**config.mk**
```make
export PLATFORM = sky130hd
export DESIGN_NAME = fud_uart_core
export DESIGN_NICKNAME = d
export VERILOG_FILES = /design/src/rtl/fud_pkg.sv /design/src/rtl/fud_fifo_mem.sv /design/src/rtl/fud_uart_core.sv
export SDC_FILE = /design/constraint.sdc
export NUM_CORES = 2
export LEC_CHECK = 0
export ABC_AREA = 1
export BUFFER_PORTS_ARGS = -buffer_cell sky130_fd_sc_hd__buf_2
export CAP_MARGIN = 20
export CORE_MARGIN = 2
export CORE_UTILIZATION = 49
export CTS_BUF_LIST = sky130_fd_sc_hd__clkbuf_4
export DETAILED_ROUTE_END_ITERATION = 7
export PLACE_DENSITY = 0.7
export SLEW_MARGIN = 10
export SYNTH_ARGS = -nofsm -noshare
export SYNTH_HDL_FRONTEND = slang
export SYNTH_HIERARCHICAL = 1
export SYNTH_SLANG_ARGS = --single-unit
```
**constraint.sdc**
```tcl
create_clock -name clk_sys -period 6.7 [get_ports clk_sys]
set_input_delay 0.335 -clock clk_sys [delete_from_list [all_inputs] [get_ports clk_sys]]
set_output_delay 0.335 -clock clk_sys [all_outputs]
set_load 0.005 [all_outputs]
```
**src/rtl/fud_pkg.sv**
```systemverilog
// Shared constants and types for the FIFO UART core
// ----------------------------------------------------------------------
// How it works
// (RULE1) Serial output idles high from reset until a character goes out.
// (RULE2) With FIFOs on, fifo_control bit 3 picks the DMA signalling mode.
// (RULE3) Without FIFOs only DMA mode 0 is used, whatever bit 3 holds.
// (RULE4) DMA mode 0 requests one transfer at a time.
// (RULE5) DMA mode 1 keeps transmit requests going until the FIFO is full.
// (RULE6) A selected write is taken on either write strobe polarity.
// (RULE7) Host uses one strobe and parks the other inactive.
// (RULE8) Sleep floats the oscillator output, else it is osc_in inverted.
// (RULE9) Characters carry a start bit and stop bits; receiver syncs on them.
// (RULE10) Optional parity bit is sent, checked, and mismatches are flagged.
// (RULE11) A 64-byte transmit FIFO and a 64-byte receive FIFO.
// (RULE12) Four selectable receive trigger levels.
// (RULE13) Twelve host registers behind eight addresses. The core has no modem state register; index 6 reads as zero.
// (RULE14) Divisor 1 gives clock/16 bit rate, 3 Mbit/s from 48 MHz.
// (RULE15) Divisor bytes replace addresses 0 and 1 while line_control bit 7.
// (RULE16) Both FIFOs work as 64 bytes only while fifo_control bit 0 set.
// (RULE17) Receive mode 1 request starts at trigger or time-out, ends empty.
// (RULE18) Bit rate is clock over 16 times the divisor.
// (RULE19) Transmit mode 0 request is active while the transmit side is empty.
// (RULE20) One clock domain; reset returns every register to its reset value. The FIFO storage and its registered read data in fud_fifo_mem are not reset.
// ----------------------------------------------------------------------
`default_nettype none
package fud_pkg;
  // --------------------------------------------------------------------
  // Sizes and timing
  // --------------------------------------------------------------------
  localparam int FUD_FIFO_DEPTH = 64;
  localparam int FUD_OSR = 16;
  localparam logic [3:0] FUD_OS_MID = 4'h7;
  localparam logic [3:0] FUD_OS_LAST = 4'(FUD_OSR - 1);
  localparam int FUD_TMO_CHARS = 4;
  localparam int FUD_CHAR_BITS = 10;
  localparam logic [9:0] FUD_TMO_TICKS =
    10'(FUD_TMO_CHARS * FUD_CHAR_BITS * FUD_OSR);
  // --------------------------------------------------------------------
  // Register indices (byte address is four times the index)
  // --------------------------------------------------------------------
  localparam logic [2:0] FUD_REG_HOLDING = 3'h0;
  localparam logic [2:0] FUD_REG_IRQ_ENABLE = 3'h1;
  localparam logic [2:0] FUD_REG_IRQ_SOURCE = 3'h2;
  localparam logic [2:0] FUD_REG_FIFO_CONTROL = 3'h2;
  localparam logic [2:0] FUD_REG_LINE_CONTROL = 3'h3;
  localparam logic [2:0] FUD_REG_MODEM_CTRL = 3'h4;
  localparam logic [2:0] FUD_REG_LINE_STATE = 3'h5;
  localparam logic [2:0] FUD_REG_MODEM_STATE = 3'h6;
  localparam logic [2:0] FUD_REG_SCRATCH = 3'h7;
  localparam logic [2:0] FUD_REG_DIVISOR_LOW = 3'h0;
  localparam logic [2:0] FUD_REG_DIVISOR_HIGH = 3'h1;
  // --------------------------------------------------------------------
  // Field positions
  // --------------------------------------------------------------------
  localparam int FUD_FC_ENABLE = 0;
  localparam int FUD_FC_RX_RESET = 1;
  localparam int FUD_FC_TX_RESET = 2;
  localparam int FUD_FC_DMA_MODE = 3;
  localparam int FUD_FC_TRIG = 6;
  localparam int FUD_LC_STOP = 2;
  localparam int FUD_LC_PARITY = 3;
  localparam int FUD_LC_EVEN = 4;
  localparam int FUD_LC_BREAK = 6;
  localparam int FUD_LC_DLAB = 7;
  localparam int FUD_IE_RX = 0;
  localparam int FUD_IE_TX = 1;
  localparam int FUD_IE_LINE = 2;
  localparam int FUD_IE_SLEEP = 4;
  localparam int FUD_MC_LOOP = 4;
  // --------------------------------------------------------------------
  // Trigger levels, source codes, reset values
  // --------------------------------------------------------------------
  localparam logic [6:0] FUD_TRIG_0 = 7'h01;
  localparam logic [6:0] FUD_TRIG_1 = 7'h10;
  localparam logic [6:0] FUD_TRIG_2 = 7'h20;
  localparam logic [6:0] FUD_TRIG_3 = 7'h38;
  localparam logic [3:0] FUD_SRC_NONE = 4'h1;
  localparam logic [3:0] FUD_SRC_LINE = 4'h6;
  localparam logic [3:0] FUD_SRC_RX = 4'h4;
  localparam logic [3:0] FUD_SRC_TIMEOUT = 4'hc;
  localparam logic [3:0] FUD_SRC_TX = 4'h2;
  localparam logic [15:0] FUD_DIVISOR_RST = 16'h0001;
  localparam logic [7:0] FUD_LINE_CONTROL_RST = 8'h00;
  typedef enum logic [2:0] {
    PH_IDLE, PH_START, PH_DATA, PH_PARITY, PH_STOP
  } fud_phase_type;
endpackage
`default_nettype wire

```
**src/rtl/fud_fifo_mem.sv**
```systemverilog
// Character store for one FIFO, registered read port
`default_nettype none
module fud_fifo_mem #(
  parameter int WIDTH = 8,
  parameter int DEPTH = 64
) (
  input wire logic clk_sys, // System clock
  input wire logic we, // Write enable
  input wire logic [$clog2(DEPTH)-1:0] waddr, // Write address
  input wire logic [WIDTH-1:0] wdata, // Write data
  input wire logic [$clog2(DEPTH)-1:0] raddr, // Next head address
  output logic [WIDTH-1:0] rdata // Entry at head, registered
);
  if (WIDTH < 1 || DEPTH < 2) begin : g_chk
    $error("fud_fifo_mem: bad WIDTH or DEPTH");
  end

  typedef struct packed {
    logic [DEPTH-1:0][WIDTH-1:0] mem;
    logic [WIDTH-1:0] q;
  } fud_mem_type;
  fud_mem_type s, n;

  // Write-through so a byte written to an empty FIFO is at once the head
  always_comb begin
    n = s;
    if (we) begin
      n.mem[waddr] = wdata;
    end
    n.q = (we && waddr == raddr) ? wdata : s.mem[raddr];
  end

  // Storage needs no reset; pointers in the core guard stale entries
  always_ff @(posedge clk_sys) begin
    s <= n;
  end

  assign rdata = s.q;
endmodule
`default_nettype wire

```
**src/rtl/fud_uart_core.sv**
```systemverilog
// FIFO UART core: Avalon registers, FIFOs, serial engines, DMA requests
`default_nettype none
module fud_uart_core #(
  parameter int DEPTH = fud_pkg::FUD_FIFO_DEPTH // Bytes per FIFO
) (
  input wire logic clk_sys, // System clock
  input wire logic reset, // Synchronous reset, active high
  input wire logic [2:0] avs_address, // Register index
  input wire logic avs_chipselect, // Block selected
  input wire logic avs_read, // Read request
  input wire logic avs_write, // Write request
  input wire logic [3:0] avs_byteenable, // Byte lanes
  input wire logic [31:0] avs_writedata, // Write data
  output logic [31:0] avs_readdata, // Read data
  output logic avs_waitrequest, // Stall
  input wire logic write_strobe_high, // Alternate write, high
  input wire logic write_strobe_low_n, // Alternate write, low
  input wire logic serial_in, // Serial receive pin
  output logic serial_out, // Serial transmit pin
  output logic tx_dma_ready_n, // Transmit DMA request
  output logic rx_dma_ready_n, // Receive DMA request
  input wire logic osc_in, // Oscillator input
  output logic osc_out, // Inverted oscillator
  output logic osc_out_en // High while osc_out driven
);
  import fud_pkg::*;

  localparam int AW = $clog2(DEPTH);
  localparam logic [AW:0] FULL_CNT = (AW+1)'(DEPTH);

  // Trigger level 56 needs at least 64 entries
  if (DEPTH < 64 || (1 << AW) != DEPTH) begin : g_chk
    $error("fud_uart_core: DEPTH must be a power of two >= 64");
  end

  typedef struct packed {
    logic ack;
    logic [31:0] rdata;
    logic [7:0] irq_enable;
    logic [7:0] line_control;
    logic [7:0] modem_ctrl;
    logic [7:0] scratch;
    logic [15:0] divisor;
    logic fen;
    logic dma1;
    logic [1:0] trig;
    logic [AW-1:0] tw;
    logic [AW-1:0] tr;
    logic [AW:0] tc;
    logic [AW-1:0] rw;
    logic [AW-1:0] rr;
    logic [AW:0] rc;
    logic ovr;
    logic tmo;
    logic [9:0] tmo_cnt;
    logic [15:0] bcnt;
    fud_phase_type tph;
    logic [7:0] tsh;
    logic [2:0] tn;
    logic [3:0] tos;
    logic tpar;
    logic tbit;
    logic tout;
    fud_phase_type rph;
    logic [7:0] rsh;
    logic [2:0] rn;
    logic [3:0] ros;
    logic rpar;
    logic rperr;
    logic [2:0] sync;
    logic rlvl;
    logic rxact;
  } fud_state_type;
  fud_state_type s, n;

  logic req, take, rd_take, wr_take, dlab, tick, rbit, rne, pen;
  logic tx_push, tx_pop, rx_push, rx_pop, tx_rst, rx_rst, ovr_set;
  logic [AW:0] limit, trig_lvl;
  logic [AW-1:0] tx_raddr, rx_raddr;
  logic [7:0] txq, rv, line_st;
  logic [9:0] rxq, rx_wdata;
  logic [3:0] src;
  logic [2:0] wl_last;

  // ----------------------------------------------------------------------
  // Character stores
  // ----------------------------------------------------------------------
  fud_fifo_mem #(.WIDTH(8), .DEPTH(DEPTH)) u_tx_mem (
    .clk_sys(clk_sys),
    .we(tx_push),
    .waddr(s.tw),
    .wdata(avs_writedata[7:0]),
    .raddr(tx_raddr),
    .rdata(txq)
  );

  // Receive entries carry framing and parity flags above the data
  fud_fifo_mem #(.WIDTH(10), .DEPTH(DEPTH)) u_rx_mem (
    .clk_sys(clk_sys),
    .we(rx_push),
    .waddr(s.rw),
    .wdata(rx_wdata),
    .raddr(rx_raddr),
    .rdata(rxq)
  );

  // ----------------------------------------------------------------------
  // Next state
  // ----------------------------------------------------------------------
  always_comb begin
    n = s;
    tx_push = 1'b0;
    tx_pop = 1'b0;
    rx_push = 1'b0;
    tx_rst = 1'b0;
    rx_rst = 1'b0;
    ovr_set = 1'b0;
    rx_wdata = 10'h000;
    rne = s.rc != '0;
    pen = s.line_control[FUD_LC_PARITY];
    wl_last = {1'b1, s.line_control[1:0]};
    dlab = s.line_control[FUD_LC_DLAB];
    // Single-entry depth is the non-FIFO compatibility mode
    limit = s.fen ? FULL_CNT : (AW+1)'(1); // RULE16 RULE11
    case (s.trig) // RULE12
      2'd0: trig_lvl = (AW+1)'(FUD_TRIG_0);
      2'd1: trig_lvl = (AW+1)'(FUD_TRIG_1);
      2'd2: trig_lvl = (AW+1)'(FUD_TRIG_2);
      default: trig_lvl = (AW+1)'(FUD_TRIG_3);
    endcase
    if (!s.fen) begin
      trig_lvl = (AW+1)'(FUD_TRIG_0);
    end
    // Status views; error flags belong to the head character
    line_st = {s.fen & rne & (rxq[8] | rxq[9]),
      s.tc == '0 && s.tph == PH_IDLE, s.tc == '0,
      rne & rxq[9] & (rxq[7:0] == 8'h00), rne & rxq[9],
      rne & rxq[8], s.ovr, rne};
    if (s.irq_enable[FUD_IE_LINE] && (s.ovr || line_st[2] || line_st[3]))
      src = FUD_SRC_LINE;
    else if (s.irq_enable[FUD_IE_RX] && s.tmo)
      src = FUD_SRC_TIMEOUT;
    else if (s.irq_enable[FUD_IE_RX] && rne && s.rc >= trig_lvl)
      src = FUD_SRC_RX; // RULE12
    else if (s.irq_enable[FUD_IE_TX] && s.tc == '0)
      src = FUD_SRC_TX;
    else
      src = FUD_SRC_NONE;

    // Bus: one wait cycle, then the access completes
    req = avs_chipselect & (avs_read | avs_write | write_strobe_high |
      ~write_strobe_low_n); // RULE6
    take = req & s.ack;
    rd_take = take & avs_read;
    wr_take = take & ~avs_read & (avs_byteenable[0] | ~avs_write); // RULE6
    n.ack = req & ~s.ack;
    case (avs_address) // RULE13 RULE15
      FUD_REG_HOLDING: rv = dlab ? s.divisor[7:0] : rxq[7:0];
      FUD_REG_IRQ_ENABLE: rv = dlab ? s.divisor[15:8] : s.irq_enable;
      FUD_REG_IRQ_SOURCE: rv = {s.fen, s.fen, 2'b00, src};
      FUD_REG_LINE_CONTROL: rv = s.line_control;
      FUD_REG_MODEM_CTRL: rv = s.modem_ctrl;
      FUD_REG_LINE_STATE: rv = line_st;
      FUD_REG_SCRATCH: rv = s.scratch;
      default: rv = 8'h00;
    endcase
    if (req && !s.ack) begin
      n.rdata = {24'h000000, rv};
    end
    rx_pop = rd_take && avs_address == FUD_REG_HOLDING && !dlab && rne;
    if (wr_take) begin
      case (avs_address) // RULE13
        FUD_REG_HOLDING: begin
          if (dlab) n.divisor[7:0] = avs_writedata[7:0]; // RULE15
          else tx_push = s.tc < limit;
        end
        FUD_REG_IRQ_ENABLE: begin
          if (dlab) n.divisor[15:8] = avs_writedata[7:0]; // RULE15
          else n.irq_enable = avs_writedata[7:0];
        end
        FUD_REG_FIFO_CONTROL: begin
          n.fen = avs_writedata[FUD_FC_ENABLE]; // RULE16
          n.dma1 = avs_writedata[FUD_FC_DMA_MODE]; // RULE2
          n.trig = avs_writedata[FUD_FC_TRIG +: 2];
          // Switching mode empties both sides
          rx_rst = avs_writedata[FUD_FC_RX_RESET] | (n.fen != s.fen);
          tx_rst = avs_writedata[FUD_FC_TX_RESET] | (n.fen != s.fen);
        end
        FUD_REG_LINE_CONTROL: n.line_control = avs_writedata[7:0];
        FUD_REG_MODEM_CTRL: n.modem_ctrl = avs_writedata[7:0];
        FUD_REG_SCRATCH: n.scratch = avs_writedata[7:0];
        default: ;
      endcase
    end

    // Baud ticks at 16 per bit; divisor 0 behaves as 1
    tick = s.bcnt == 16'h0000; // RULE18 RULE14
    if (tick) n.bcnt = (s.divisor == 16'h0000) ? 16'h0000 : s.divisor - 16'h1;
    else n.bcnt = s.bcnt - 16'h1;

    // Transmit shifter
    case (s.tph) // RULE9 RULE10
      PH_IDLE: begin
        n.tbit = 1'b1;
        if (s.tc != '0 && !tx_rst) begin
          tx_pop = 1'b1;
          n.tsh = txq;
          n.tph = PH_START;
          n.tos = 4'h0;
          n.tbit = 1'b0;
          n.tpar = ~s.line_control[FUD_LC_EVEN];
        end
      end
      default: begin
        if (tick) begin
          n.tos = s.tos + 4'h1;
          if (s.tos == FUD_OS_LAST) begin
            case (s.tph)
              PH_START: begin
                n.tph = PH_DATA;
                n.tn = 3'h0;
                n.tbit = s.tsh[0];
                n.tpar = s.tpar ^ s.tsh[0];
              end
              PH_DATA: begin
                n.tsh = s.tsh >> 1;
                if (s.tn == wl_last) begin
                  n.tn = 3'h0;
                  n.tph = pen ? PH_PARITY : PH_STOP;
                  n.tbit = pen ? s.tpar : 1'b1;
                end else begin
                  n.tn = s.tn + 3'h1;
                  n.tbit = s.tsh[1];
                  n.tpar = s.tpar ^ s.tsh[1];
                end
              end
              PH_PARITY: begin
                n.tph = PH_STOP;
                n.tbit = 1'b1;
              end
              PH_STOP: begin
                if (s.tn == {2'b00, s.line_control[FUD_LC_STOP]})
                  n.tph = PH_IDLE;
                else
                  n.tn = s.tn + 3'h1;
              end
              default: n.tph = PH_IDLE;
            endcase
          end
        end
      end
    endcase
    n.tout = n.tbit & ~n.line_control[FUD_LC_BREAK]; // RULE1

    // Receive line: three stages, a change counts once stages 2 and 3 agree
    n.sync = {s.sync[1:0], serial_in};
    if (s.sync[1] == s.sync[2]) n.rlvl = s.sync[2];
    rbit = s.modem_ctrl[FUD_MC_LOOP] ? s.tout : s.rlvl;
    case (s.rph) // RULE9 RULE10
      PH_IDLE: begin
        if (!rbit) begin
          n.rph = PH_START;
          n.ros = 4'h0;
        end
      end
      default: begin
        if (tick) begin
          n.ros = s.ros + 4'h1;
          case (s.rph)
            PH_START: begin
              if (s.ros == FUD_OS_MID) begin
                // A start bit gone by mid-bit was a glitch
                n.ros = 4'h0;
                n.rph = rbit ? PH_IDLE : PH_DATA;
                n.rn = 3'h0;
                n.rperr = 1'b0;
                n.rpar = ~s.line_control[FUD_LC_EVEN];
              end
            end
            PH_DATA: begin
              if (s.ros == FUD_OS_LAST) begin
                n.rsh = {rbit, s.rsh[7:1]};
                n.rpar = s.rpar ^ rbit;
                if (s.rn == wl_last) n.rph = pen ? PH_PARITY : PH_STOP;
                else n.rn = s.rn + 3'h1;
              end
            end
            PH_PARITY: begin
              if (s.ros == FUD_OS_LAST) begin
                n.rperr = s.rpar ^ rbit;
                n.rph = PH_STOP;
              end
            end
            PH_STOP: begin
              if (s.ros == FUD_OS_LAST) begin
                n.rph = PH_IDLE;
                rx_push = (s.rc < limit) && !rx_rst;
                ovr_set = s.rc >= limit;
                rx_wdata = {~rbit, s.rperr,
                  s.rsh >> (2'd3 - s.line_control[1:0])};
              end
            end
            default: n.rph = PH_IDLE;
          endcase
        end
      end
    endcase

    // Overrun is cleared by reading line_state; a new overrun wins
    n.ovr = (s.ovr & ~(rd_take && avs_address == FUD_REG_LINE_STATE))
      | ovr_set;

    // Four character times of silence with data waiting
    if (!rne || rx_push || rx_pop) begin
      n.tmo_cnt = 10'h000;
      n.tmo = 1'b0;
    end else if (tick && !s.tmo) begin
      n.tmo_cnt = s.tmo_cnt + 10'h001;
      n.tmo = s.tmo_cnt == FUD_TMO_TICKS - 10'h001;
    end

    // FIFO pointers
    if (tx_rst) begin
      n.tw = '0;
      n.tr = '0;
      n.tc = '0;
    end else begin
      n.tw = s.tw + AW'(tx_push);
      n.tr = s.tr + AW'(tx_pop);
      n.tc = s.tc + (AW+1)'(tx_push) - (AW+1)'(tx_pop);
    end
    if (rx_rst) begin
      n.rw = '0;
      n.rr = '0;
      n.rc = '0;
    end else begin
      n.rw = s.rw + AW'(rx_push);
      n.rr = s.rr + AW'(rx_pop);
      n.rc = s.rc + (AW+1)'(rx_push) - (AW+1)'(rx_pop);
    end

    // Mode 1 receive request latches at trigger or time-out
    n.rxact = s.fen && s.dma1 && n.rc != '0 &&
      (s.rxact || s.rc >= trig_lvl || s.tmo); // RULE17

    if (reset) begin // RULE20
      n = '0;
      n.divisor = FUD_DIVISOR_RST;
      n.line_control = FUD_LINE_CONTROL_RST;
      n.tbit = 1'b1;
      n.tout = 1'b1; // RULE1
      n.sync = 3'h7;
      n.rlvl = 1'b1;
      n.tph = PH_IDLE;
      n.rph = PH_IDLE;
    end
    tx_raddr = n.tr;
    rx_raddr = n.rr;
  end

  // All state in one register
  always_ff @(posedge clk_sys) begin
    s <= n;
  end

  // ----------------------------------------------------------------------
  // Outputs
  // ----------------------------------------------------------------------
  assign avs_readdata = s.rdata;
  assign avs_waitrequest = req & ~s.ack;
  assign serial_out = s.tout;
  // Mode 1 only counts while FIFOs are on
  assign tx_dma_ready_n = (s.fen && s.dma1) ? (s.tc == FULL_CNT)
    : (s.tc != '0); // RULE2 RULE3 RULE4 RULE5 RULE19
  assign rx_dma_ready_n = (s.fen && s.dma1) ? ~s.rxact
    : ~rne; // RULE3 RULE4 RULE17
  // Pass-through inverter; crystal drive is left to the pad
  assign osc_out = ~osc_in; // RULE8
  assign osc_out_en = ~s.irq_enable[FUD_IE_SLEEP]; // RULE8
endmodule
`default_nettype wire

```
==> run_results.csv <==
group,metric,value,unit
clock_network,clock-sinks,1343,
pwr,peakVddDrop,531,µV
logic_synthesis,netlist_instances,5537,
timing,finalClockSkew,0.109,ns
place,dpl_worst_slack,1.76,ns
drt,vias,41000,
clock_network,clk_pin_slew_worst_paths,0.06,ns
clock_network,cts_tree,"yes",
min_path,hold_path_class,"in -> reg",
logic_synthesis,synth_edf_count,1152,
logic_synthesis,ys_types,64,
status,outcome,"finished clean",
cells_and_area,num-fill-cells,10100,
timing,hold_viol,0,
die,dieWidth,349,µm
worst_setup_path,cp-start-kind,"register",
clock_network,insertion_delay,1.23,ns
worst_setup_path,cp_max_fo,41,
pwr,p_sw_frac,0.300,
timing,fin_setup_tns,0,ns
pwr,switching_power,5.94,mW
clock_network,clk_path_buf_depth,4,
drt,drtPass1Iterations,8,
worst_setup_path,cp-end-kind,"register",
cells_and_area,final_layout_size_suffix_gt1_frac,0.122,
die,fp.coreArea,118000,µm²
worst_setup_path,reg2reg_slack,1.59,ns
place,numPortBuffers,34,
timing,worst_pin_slew,1.13,ns
die,die_h,349,µm
pwr,clkPwrFrac,0.341,
cells_and_area,area.growth.synth_to_final,8.76,%
pwr,power_density,313,nW/µm²
die,die-area,122000,µm²
logic_synthesis,syn_area,58200,µm²
timing,drv_slew,0,
timing,final.period_utilization,0.762,
pwr,power.leakage,23.7,nW
logic_synthesis,syn_area_per_cell,10.5,µm²
drt,routed_wl,140000,µm
logic_synthesis,yosysWarnings,6,
pwr,p_total,19.8,mW
global_route,grt_usage,0.229,
drt,drc_errors,0,
worst_setup_path,arrival,6.12,ns
timing,setup_ws,1.59,ns
clock_network,post_cts_buffers,0,
place,gp_congestion,0.885,
drt,drtIter0Drc,3845,
worst_setup_path,crit_required,7.72,ns
drt,route.detailed.wl_per_inst,18.8,µm
cells_and_area,fin_nets,5796,
logic_synthesis,synth.yosys.seq_area_share,0.660,
timing,setup_viol,0,
clock_network,cts_hold_repair.buffers,30,
global_route,grt_pass1_wl,217000,µm
die,pin_count,86,
clock_network,clock-root-buffer,"clkbuf_4",
run,maxCapViolations,0,
logic_synthesis,ys_ff_latch,1343,
pwr,internal-power,13.9,mW
pwr,seq_power_share,0.465,
pwr,comb_power_share,0.194,
worst_setup_path,critPathKind,"reg -> reg",
timing,fmax,196,MHz
drt,vias_per_cell,5.49,
die,rows,126,
global_route,grt_antenna_before_repair,4,
place,place_hpwl,77000,µm
drt,drtAntennaViolNets,0,
timing,rsz0062_at_grt,"false",
timing,post-route-min-period,5.11,ns
global_route,grt_overflow,0,
clock_network,post_cts_resized,0,
logic_synthesis,async_flop_share,0,
global_route,grt_max_degree,171,
global_route,grt_pass1_vias,39300,
timing,slew-limit-headroom,0.247,
clock_network,htreeDepth,5,
clock_network,numCtsBuffers,354,
logic_synthesis,synth_flop_cell,"edfxtp_1",
die,start_util,0.494,
## per-stage QoR
step / util / std cells / hold WS, ns / area (µm²)
after floorplan: - / 5560 / 0.389 / 58300
after global placement: 0.498 / 6845 / 0.397 / 58800
after detailed placement: 0.498 / 6845 / 0.399 / 58800
after CTS: 0.536 / 7450 / 0.163 / 63300
after global routing: 0.537 / 7463 / 0.230 / 63300
final: 0.537 / 7463 / 0.261 / 63300
## critical path: stages, from the launching register on
cell and delay (ns):
dfxtp_1 0.33, inv_1 0.13, ha_1 0.19, nand3_1 0.10, nor2_1 0.32, nor4_1 0.10, buf_4 0.19, ha_1 0.25
ha_1 0.23, nand2_1 0.11, nor3b_2 0.17, buf_4 0.43, clkinv_2 0.70, buf_4 0.58, nand3_1 0.17, nand3_1 0.13
nand2_1 0.11, nand2_1 0.10, nand3_1 0.27, nand2_1 0.10, nand2_1 0.14, nand2_1 0.09
## cell usage after synthesis (39+ instances only)
cell / instances / area, µm²
o21ai_0: 107 / 536
nand3_1: 1134 / 5680
clkbuf_1: 52 / 195
inv_1: 192 / 721
dfxtp_1: 191 / 3820
xor2_1: 39 / 342
buf_6: 67 / 754
a21oi_1: 135 / 676
ha_1: 46 / 576
buf_2: 116 / 581
edfxtp_1: 1152 / 34600
buf_4: 86 / 646
nand2_1: 1690 / 6340
nor2_1: 312 / 1170
## routing by layer
metal  global-route usage  wire, µm
met5                    0         0
met3               0.0459     11400
met2                0.369     67500
met1                0.299     56300
met4                0.105      4800
## final timing paths
path,from,endpoint,cells past startpoint
setup reg to reg,s[78],u_rx_mem/rdata[1],21
hold reg to reg,s[2],s[3],1
setup / recovery,s[78],u_rx_mem/rdata[1],21
hold / removal,avs_writedata[1],s[133],4
## power by group through the flow
stage	combinational (mW)	clock, mW	sequential (mW)
floorplan	3.04	0	9.37
global placement	3.72	0	9.39
detailed placement	3.80	0	9.39
CTS	3.82	6.94	9.21
global route	4.28	7.38	9.22
finish	3.85	6.76	9.21
## logic make-up after synthesis
family | count (synthesis) | share of synthesized area
mux | 4 | 0.000709
fa+ha+maj | 48 | 0.0106
buf+inv | 549 | 0.0530
flops | 1343 | 0.660
other cells | 1 | 0.0000644
xor+xnor | 55 | 0.00827
compound gates | 268 | 0.0243
simple gates | 3269 | 0.243
## state kept, by name (all words and copies together), names as in the netlist
signal and cells:
u_rx_mem/rdata 10, u_tx_mem/rdata 8, u_tx_mem/s 512, dlab 1, line_st 1, serial_out 1, avs_readdata 8, pen 1
s 161, u_rx_mem/s 640
## layout by cell type, fill, tap and decap left out, types with 6 or more instances in the layout
cell type and n:
inv_1 192, or2_2 13, a21oi_1 132, nor2_2 13
o211ai_1 6, dfxtp_1 191, clkbuf_4 528, dlygate4sd3_1 30
inv_2 9, diode_2 8, nand4_1 23, edfxtp_1 1152
xnor2_1 16, nand2_1 1690, buf_4 49, clkinv_1 41
buf_12 7, conb_1 24, nand3b_1 6, o21ai_0 107
nand3_1 1134, nor3b_1 6, xor2_1 39, nand2_2 6
ha_1 46, buf_2 34, nor2_4 12, nor2_1 305
nor3_1 27
## cell type report
class / instances / area [µm²] / area share
antenna: 8 / 20.0 / 0.000316
clock buffer: 528 / 3960 / 0.0626
clock inverter: 47 / 236 / 0.00373
inverter: 208 / 808 / 0.0128
multi-input combinational: 3668 / 16900 / 0.267
sequential: 1343 / 38400 / 0.607
tap: 1536 / 1920 / 0.0303
timing repair buffer: 125 / 1030 / 0.0163
Note: power is estimated with default switching activity, not from simulation.
